$ cat config.mk
export PLATFORM = sky130hd
export DESIGN_NAME = ser_top
export DESIGN_NICKNAME = d
export VERILOG_FILES = /design/src/inc/ser_pkg.sv /design/src/inc/ser_pend_if.sv /design/src/rtl/ser_msg_sender.sv /design/src/rtl/ser_top.sv
export SDC_FILE = /design/constraint.sdc
export NUM_CORES = 1
export LEC_CHECK = 0
export BUFFER_PORTS_ARGS = -buffer_cell sky130_fd_sc_hd__buf_2
export CORE_AREA = 3 3 54 56
export DETAILED_ROUTE_END_ITERATION = 10
export DIE_AREA = 0 0 57 59
export GPL_ROUTABILITY_DRIVEN = 0
export HOLD_SLACK_MARGIN = 0.02
export PLACE_DENSITY = 0.8
export SYNTH_ARGS = -nofsm -noshare
export SYNTH_HDL_FRONTEND = slang
export SYNTH_SLANG_ARGS = --single-unit
$ cat constraint.sdc
create_clock -name clk -period 1.3 [get_ports clk]
set_input_delay 0.065 -clock clk [delete_from_list [all_inputs] [get_ports clk]]
set_output_delay 0.065 -clock clk [all_outputs]
set_load 0.02 [all_outputs]
$ cat src/inc/ser_pkg.sv
// package: constants and types for the system-error report enable block
// Summary of operation
// - six enable bits, one per error condition
// - report errors as hub special-cycle messages
// - message also needs global command enable
// - one message per pending condition; repeats before it is sent merge into it
// - lock to non-DRAM reported only when enabled
// - lock report needs cmd bit 8, sets status 14
// - target abort sets status 12, report sets 14
`default_nettype none
package ser_pkg;
   localparam int SER_NUM_SRC = 6;
   localparam logic [7:0] SER_EN_OFFSET = 8'hcb;
   localparam logic [7:0] SER_EN_RESET = 8'h00;
   localparam logic [1:0] SER_RSVD_READ = 2'h0;
   // enable and event bit positions
   localparam int SER_BIT_REFRESH = 5;
   localparam int SER_BIT_TABORT = 4;
   localparam int SER_BIT_LOCK = 3;
   localparam int SER_BIT_OUTSIDE = 2;
   localparam int SER_BIT_INVALID = 1;
   localparam int SER_BIT_BADXLAT = 0;
   // fields of the pci command and status registers outside this block
   localparam int SER_CMD_SERR_EN_BIT = 8;
   localparam int SER_STS_SIG_SERR_BIT = 14;
   localparam int SER_STS_RCV_TABORT_BIT = 12;
   localparam logic [2:0] SER_SRC_RESET = 3'h0;
   typedef logic [SER_NUM_SRC-1:0] ser_vec_t;
endpackage
`default_nettype wire

$ cat src/inc/ser_pend_if.sv
// interface: pending error conditions between the register side and sender
`default_nettype none
interface ser_pend_if;
   import ser_pkg::*;
   ser_vec_t pend;
   ser_vec_t clr;
   modport owner (output pend, input clr);
   modport sender (input pend, output clr);
endinterface
`default_nettype wire

$ cat src/rtl/ser_msg_sender.sv
// module: issues one hub system-error special cycle per pending condition
`default_nettype none
module ser_msg_sender
   import ser_pkg::*;
(
   input wire logic clk,           // core clock
   input wire logic rst,           // synchronous reset
   ser_pend_if.sender pif,         // pending set / clear
   output logic msg_valid,         // special-cycle request
   output logic [2:0] msg_src,     // condition being reported
   input wire logic msg_ready      // hub accepts the message
);
   import ser_pkg::*;

   typedef struct packed {
      logic busy;
      logic [2:0] src;
   } ser_snd_t;

   ser_snd_t st;
   ser_snd_t next_st;
   logic fire;

   assign fire = st.busy && msg_ready;
   assign msg_valid = st.busy;
   assign msg_src = st.src;

   always_comb begin
      next_st = st;
      pif.clr = '0;
      if (fire) begin
         // clear exactly the one condition whose message went out
         pif.clr[st.src] = 1'b1;
         next_st.busy = 1'b0;
      end else if (!st.busy && |pif.pend) begin
         // lowest bit first; others wait, none is dropped
         for (int i = SER_NUM_SRC - 1; i >= 0; i--) begin
            if (pif.pend[i]) begin
               next_st.src = 3'(i);
            end
         end
         next_st.busy = 1'b1;
      end
   end

   always_ff @(posedge clk) begin
      if (rst) begin
         st <= '{busy: 1'b0, src: SER_SRC_RESET};
      end else begin
         st <= next_st;
      end
   end

   a_msg_holds: assert property (@(posedge clk) disable iff (rst)
      msg_valid && !msg_ready |=> msg_valid && $stable(msg_src))
      else $error("message dropped before the hub took it");
   a_one_per_err: assert property (@(posedge clk) disable iff (rst)
      fire |=> !msg_valid ##1 !pif.pend[$past(msg_src, 2)] || msg_valid)
      else $error("condition reported twice for one occurrence");
endmodule // ser_msg_sender
`default_nettype wire

$ cat src/rtl/ser_top.sv
// module: system-error report enable register and message gating
`default_nettype none
module ser_top
   import ser_pkg::*;
(
   input wire logic clk,                 // core clock, 100 MHz
   input wire logic rst,                 // synchronous reset, active high
   input wire logic cfg_wr,              // config write strobe
   input wire logic cfg_rd,              // config read strobe
   input wire logic [7:0] cfg_addr,      // config byte offset
   input wire logic [7:0] cfg_wdata,     // config write data
   output logic [7:0] cfg_rdata,         // config read data, next cycle
   input wire logic agp_mode,            // device runs in agp mode
   input wire logic [15:0] pci_command,  // pci command register value
   input wire ser_vec_t err_event,       // one-cycle detector pulses
   output logic msg_valid,               // hub serr special cycle request
   output logic [2:0] msg_src,           // condition of that message
   input wire logic msg_ready,           // hub interface takes message
   output logic sts_sig_serr_set,        // pulse: set status bit 14
   output logic sts_rcv_tabort_set       // pulse: set status bit 12
);
   import ser_pkg::*;

   typedef struct packed {
      logic [7:0] en;
      ser_vec_t pend;
      logic [7:0] rdata;
      logic sig_serr;
      logic rcv_tabort;
   } ser_state_t;

   ser_state_t st;
   ser_state_t next_st;
   ser_vec_t report;
   logic global_en;
   logic en_hit;

   ser_pend_if pif ();

   ser_msg_sender u_sender (
      .clk(clk),
      .rst(rst),
      .pif(pif.sender),
      .msg_valid(msg_valid),
      .msg_src(msg_src),
      .msg_ready(msg_ready)
   );

   // reporting needs agp mode and command bit 8; the enable register is written and read in any mode
   assign global_en = agp_mode && pci_command[SER_CMD_SERR_EN_BIT];
   assign en_hit = (cfg_addr == SER_EN_OFFSET);
   // each condition is gated by its own enable and the global one
   assign report = err_event & st.en[SER_NUM_SRC-1:0]
      & {SER_NUM_SRC{global_en}};

   assign pif.pend = st.pend;
   assign cfg_rdata = st.rdata;
   assign sts_sig_serr_set = st.sig_serr;
   assign sts_rcv_tabort_set = st.rcv_tabort;

   always_comb begin
      next_st = st;
      if (cfg_wr && en_hit) begin
         // upper two bits are not stored, so they can never read back
         next_st.en = {SER_RSVD_READ, cfg_wdata[SER_NUM_SRC-1:0]};
      end
      if (cfg_rd) begin
         next_st.rdata = en_hit ? {SER_RSVD_READ, st.en[5:0]} : 8'h00;
      end
      // a new occurrence in the clearing cycle stays pending: set wins
      next_st.pend = (st.pend & ~pif.clr) | report;
      next_st.sig_serr = |report;
      next_st.rcv_tabort = err_event[SER_BIT_TABORT];
   end

   always_ff @(posedge clk) begin
      if (rst) begin
         st <= '{en: SER_EN_RESET, pend: '0, rdata: 8'h00,
                 sig_serr: 1'b0, rcv_tabort: 1'b0};
      end else begin
         st <= next_st;
      end
   end

   a_en_write: assert property (@(posedge clk) disable iff (rst)
      cfg_wr && en_hit |=> st.en[5:0] == $past(cfg_wdata[5:0]))
      else $error("enable bits did not take the written value");
   a_rsvd_zero: assert property (@(posedge clk) disable iff (rst)
      $past(cfg_rd) |-> cfg_rdata[7:6] == 2'h0)
      else $error("reserved enable bits read non-zero");
   a_rd_back: assert property (@(posedge clk) disable iff (rst)
      cfg_rd && en_hit && !cfg_wr |=> cfg_rdata[5:0] == $past(st.en[5:0]))
      else $error("enable register read back wrong");
   a_global_gate: assert property (@(posedge clk) disable iff (rst)
      !global_en && st.pend == '0 |=> st.pend == '0)
      else $error("message pending while global enable is off");
   a_lock_off: assert property (@(posedge clk) disable iff (rst)
      !st.en[SER_BIT_LOCK] && !st.pend[SER_BIT_LOCK]
      |=> !st.pend[SER_BIT_LOCK])
      else $error("lock condition reported while disabled");
   a_lock_on: assert property (@(posedge clk) disable iff (rst)
      global_en && st.en[SER_BIT_LOCK] && err_event[SER_BIT_LOCK]
      |=> st.pend[SER_BIT_LOCK] && sts_sig_serr_set)
      else $error("lock to non-dram not reported");
   a_lock_cmd: assert property (@(posedge clk) disable iff (rst)
      sts_sig_serr_set |-> $past(pci_command[SER_CMD_SERR_EN_BIT]))
      else $error("signaled serr without global enable");
   a_tabort_sts: assert property (@(posedge clk) disable iff (rst)
      err_event[SER_BIT_TABORT] |=> sts_rcv_tabort_set)
      else $error("received target abort not flagged");
   a_msg_reach: assert property (@(posedge clk) disable iff (rst)
      report != '0 && !msg_valid && st.pend == '0 |=> ##1 msg_valid)
      else $error("reported error did not start a hub message");

   // register side: the stored byte and what the read port shows
   a_en_rsvd: assert property (@(posedge clk) disable iff (rst)
      st.en[7:6] == 2'h0)
      else $error("reserved enable bits were stored");
   a_en_keep: assert property (@(posedge clk) disable iff (rst)
      !(cfg_wr && en_hit) |=> $stable(st.en))
      else $error("enable bits changed without a write");
   a_rd_other: assert property (@(posedge clk) disable iff (rst)
      cfg_rd && !en_hit |=> cfg_rdata == 8'h00)
      else $error("other offset read non-zero");
   a_rd_hold: assert property (@(posedge clk) disable iff (rst)
      !cfg_rd |=> $stable(cfg_rdata))
      else $error("read data changed without a read");

   // status pulses follow only from what was taken on the previous edge
   a_sig_pulse: assert property (@(posedge clk) disable iff (rst)
      report != '0 |=> sts_sig_serr_set)
      else $error("reported error did not flag signaled serr");
   a_sig_only: assert property (@(posedge clk) disable iff (rst)
      !global_en |=> !sts_sig_serr_set)
      else $error("signaled serr flagged while globally disabled");
   a_agp_gate: assert property (@(posedge clk) disable iff (rst)
      !agp_mode |=> !sts_sig_serr_set)
      else $error("serr flagged outside agp mode");
   a_tabort_only: assert property (@(posedge clk) disable iff (rst)
      !err_event[SER_BIT_TABORT] |=> !sts_rcv_tabort_set)
      else $error("target abort flagged without an abort");

   // pending flags: set by a report, cleared only by a sent message
   a_pend_set: assert property (@(posedge clk) disable iff (rst)
      report != '0 |=> (st.pend & $past(report)) == $past(report))
      else $error("reported condition did not become pending");
   a_pend_rise: assert property (@(posedge clk) disable iff (rst)
      report == '0 |=> (st.pend & ~$past(st.pend)) == '0)
      else $error("condition pending without a report");
   a_pend_clear: assert property (@(posedge clk) disable iff (rst)
      pif.clr != '0 && report == '0
      |=> (st.pend & $past(pif.clr)) == '0)
      else $error("sent condition still pending");
   a_src_pend: assert property (@(posedge clk) disable iff (rst)
      msg_valid |-> msg_src <= 3'h5 && st.pend[msg_src])
      else $error("message names a condition that is not pending");

   // per condition: a disabled source never turns pending, none is lost
   for (genvar g = 0; g < SER_NUM_SRC; g++) begin : g_pend
      a_bit_gate: assert property (@(posedge clk) disable iff (rst)
         !st.en[g] && !st.pend[g] |=> !st.pend[g])
         else $error("disabled condition became pending");
      a_bit_keep: assert property (@(posedge clk) disable iff (rst)
         st.pend[g] && !pif.clr[g] |=> st.pend[g])
         else $error("pending condition lost before it was sent");
   end
endmodule // ser_top
`default_nettype wire

==> impl_metrics.toml <==
[pwr]
max-vdd-ir-drop_mv = 0.6676
combinationalPowerShare_pct = 9.6
p_total_mw = 1.169
swShare_pct = 22.64
p_switching_mw = 0.2647
clock_power_share_pct = 27.3
powerDensity_nw_per_um2 = 845.8
p_int_mw = 0.9047
pwr-share-seq_pct = 63.1
power_leakage_nw = 0.5412

[sta]
fin_skew_ns = 0.001045
fin_crit_sh_pct = 95.58
hold_viol_final = 0
setup_viol_count_final = 0
fmax_mhz = 804.8
layout_min_cycle_time_ns = 1.243
drv_slew = 0
setup_slack_ns = 0.05749
hold_slack_ns = 0.03243

[finish]
diodes = 0
fill_cells = 252
layout.cells.non_filler = 204
multi_input_area_um2 = 495.5
regArea_um2 = 480.5
nNetsFinal = 220
area_growth_pct = 29.54
final_common_cell = "buf_2"
drive_gt1_share_pct = 28.74
finish.instance_area_um2 = 1383
layout_common_cells = "38 x buf_2, 24 x dfxtp_1, 21 x a21oi_1, 17 x nand3_1, 14 x nand2_1"

[floorplan]
die_h_um = 59
rows = 18
die-area_um2 = 3363
fp.dieW_um = 57
ios = 58
core_area_um2 = 2477
start_util_pct = 43.08

[drt]
via_count = 1081
vias_per_cell = 5.299
post_drt_wl_per_cell_um = 13.27
first_pass_iters = 4
antenna_left = 0
drcViolationCount = 0
top_layer_used = "met4"
wl_met3_um = 163
wl_met2_um = 1417
first_iter_violations = 24
wirelength_met1_um = 1081
finalWirelength_um = 2707

[clock_network]
cts_tree = "yes"
clock_latency_ns = 0.31
h-tree-depth = 1
clock-root-buffer = "clkbuf_4"
postCtsSetupBuffers = 0
cts_buffers = 3
cts_max_path_buffers = 2
clk_pin_slew_ns = 0.12
clock_sinks = 24

[critical_path]
required_ns = 1.50
r2r_start = "pif.pend[1]$_SDFF_PP0_"
path_cells = "dlygate4sd3_1 > buf_2 > nor4bb_2 > nand2_1 > a32oi_1 > nor2_1"
reg2regPathDepth = 5
crit_fanout = 4
critical_path_arrival_ns = 1.44
r2r_slack_ns = 0.08
path_delay_family = "buffers and inverters"
slowest_stage = "dlygate4sd3_1"
end_kind = "register"
crit_type = "primary input to register"
cp-start-kind = "primary input"
path_buf_inv = 2
worst_path_largest_cell_delay_ns = 0.53
timing.rr.end = "u_sender.msg_src[0]$_SDFFE_PP0P_"

[global_route]
gr-usage-all-layers_pct = 16.90
grt_pass1_vias = 1030
gr-total-overflow = 0
grt_pass1_wl_um = 4519
antenna_found_initial = 0
grt_max_degree = 25

[yosys]
syn-instance-count = 132
syn_avg_cell_area_um2 = 8.085
seq_area_frac_synth_pct = 45.02
synth.distinct_cells = 28
synth_area_um2 = 1067
ys_ff_latch = 24
ys_warn_count = 0

[hold_path]
min-delay-path-class = "primary input to register"
hp-start = "err_event[5]"
whs_endpoint = "pif.pend[5]$_SDFF_PP0_"
hold-path-cell-count = 3

[place]
place_area_um2 = 1247
hpwl_um = 1924
port_buffers = 38
pre_cts_slack_ns = 0.007111
placed_cells = 191

[outcome]
run_status = "finished clean"

[run]
cap_viol_max_count = 0
## worst reg2reg max path, delay by kind of cell, from the launching register on
family,cells,cell delay (ns)
and+or+nand+nor,2,0.35
buffers and inverters,1,0.17
AOI/OAI and AO/OA,2,0.29
DFF,1,0.36
## routing by layer
metal	track usage, %	vias up
met5	0	-
met4	5.298	0
met3	3.704	5
met2	31.00	40
met1	19.57	498
li1	-	538
## synth_stat cells
cell type | n | area [um2]
a211oi_1 | 1 | 7.510
a21o_1 | 1 | 7.510
a21oi_1 | 21 | 105.1
a22oi_1 | 3 | 22.52
a311oi_1 | 1 | 8.760
a32oi_1 | 2 | 17.52
and2_1 | 1 | 6.260
buf_2 | 2 | 10.01
buf_4 | 8 | 60.06
clkbuf_1 | 5 | 18.77
conb_1 | 1 | 3.750
dfxtp_1 | 24 | 480.5
inv_1 | 4 | 15.01
inv_2 | 1 | 3.750
nand2_1 | 14 | 52.55
nand2b_1 | 6 | 37.54
nand3_1 | 17 | 85.08
nand4b_1 | 2 | 17.52
nor2_1 | 6 | 22.52
nor2b_1 | 1 | 6.260
nor3_2 | 1 | 10.01
nor4_1 | 2 | 12.51
nor4bb_1 | 1 | 10.01
o211ai_1 | 1 | 7.510
o21ai_0 | 2 | 10.01
o31ai_1 | 2 | 15.01
or2_1 | 1 | 6.260
or4_1 | 1 | 7.510
## what timing repair did
action | in CTS | in global routing
endpoints found under the hold margin | 10 | 1
gates resized for setup | 1 | 1
pin swaps | 0 | 0
setup endpoints to repair | 1 | 1
hold buffers | 9 | 1
## state kept, by name, summed over array words and instances (netlist names)
name	count
u_sender.msg_valid	1
st	6
sts_sig_serr_set	1
u_sender.msg_src	3
pif.pend	6
sts_rcv_tabort_set	1
cfg_rdata	6
## metrics by stage
stage,utilization [%],TNS [ns]
finish,55.81,0
global route,55.81,-0.03420
CTS,55.15,0
detailed placement,50.35,0
global placement,50.35,0
floorplan,-,0
## power groups by stage
stage                     logic (mW)  registers (mW)  clock network [mW]
after floorplan               0.0354           0.757                   0
after global placement        0.0853           0.754                   0
after detailed placement      0.0881           0.755                   0
after CTS                      0.109           0.738               0.330
after global routing           0.124           0.739               0.360
final                          0.112           0.738               0.319
## area by class of cell
type	count	share of cell area, %
Inverter	5	1.357
Timing Repair Buffer	53	23.71
Tap cell	30	2.715
Clock buffer	3	1.629
Sequential cell	24	34.75
Multi-Input combinational cell	89	35.84
## logic make-up (layout without fill, tap and decap cells)
logic type             after synthesis  in the layout  share of synthesized area (%)
AOI/OAI and AO/OA                   34             34                          18.88
buffers and inverters               20             61                          10.08
DFF                                 24             24                          45.02
other                                1              2                         0.3514
and+or+nand+nor                     53             53                          25.68
## worst max-delay path by stage
| stage | start | end | slack (ns) | cells after the start |
|---|---|---|---|---|
| 2_1_floorplan | u_sender.msg_valid$_SDFFE_PP0P_ | pif.pend[2]$_SDFF_PP0_ | 0.01 | 5 |
| 3_5_place_dp | cfg_addr[5] | st[21]$_SDFFE_PP0P_ | 0.007 | 5 |
| 6_report | msg_ready | pif.pend[0]$_SDFF_PP0_ | 0.06 | 6 |
| 4_1_cts | msg_ready | pif.pend[0]$_SDFF_PP0_ | 0.05 | 6 |
| 5_1_grt | pif.pend[1]$_SDFF_PP0_ | u_sender.msg_src[0]$_SDFFE_PP0P_ | -0.03 | 5 |
| 3_3_place_gp | cfg_addr[5] | st[20]$_SDFFE_PP0P_ | 0.02 | 5 |
Note: power is estimated with default switching activity, not from simulation.
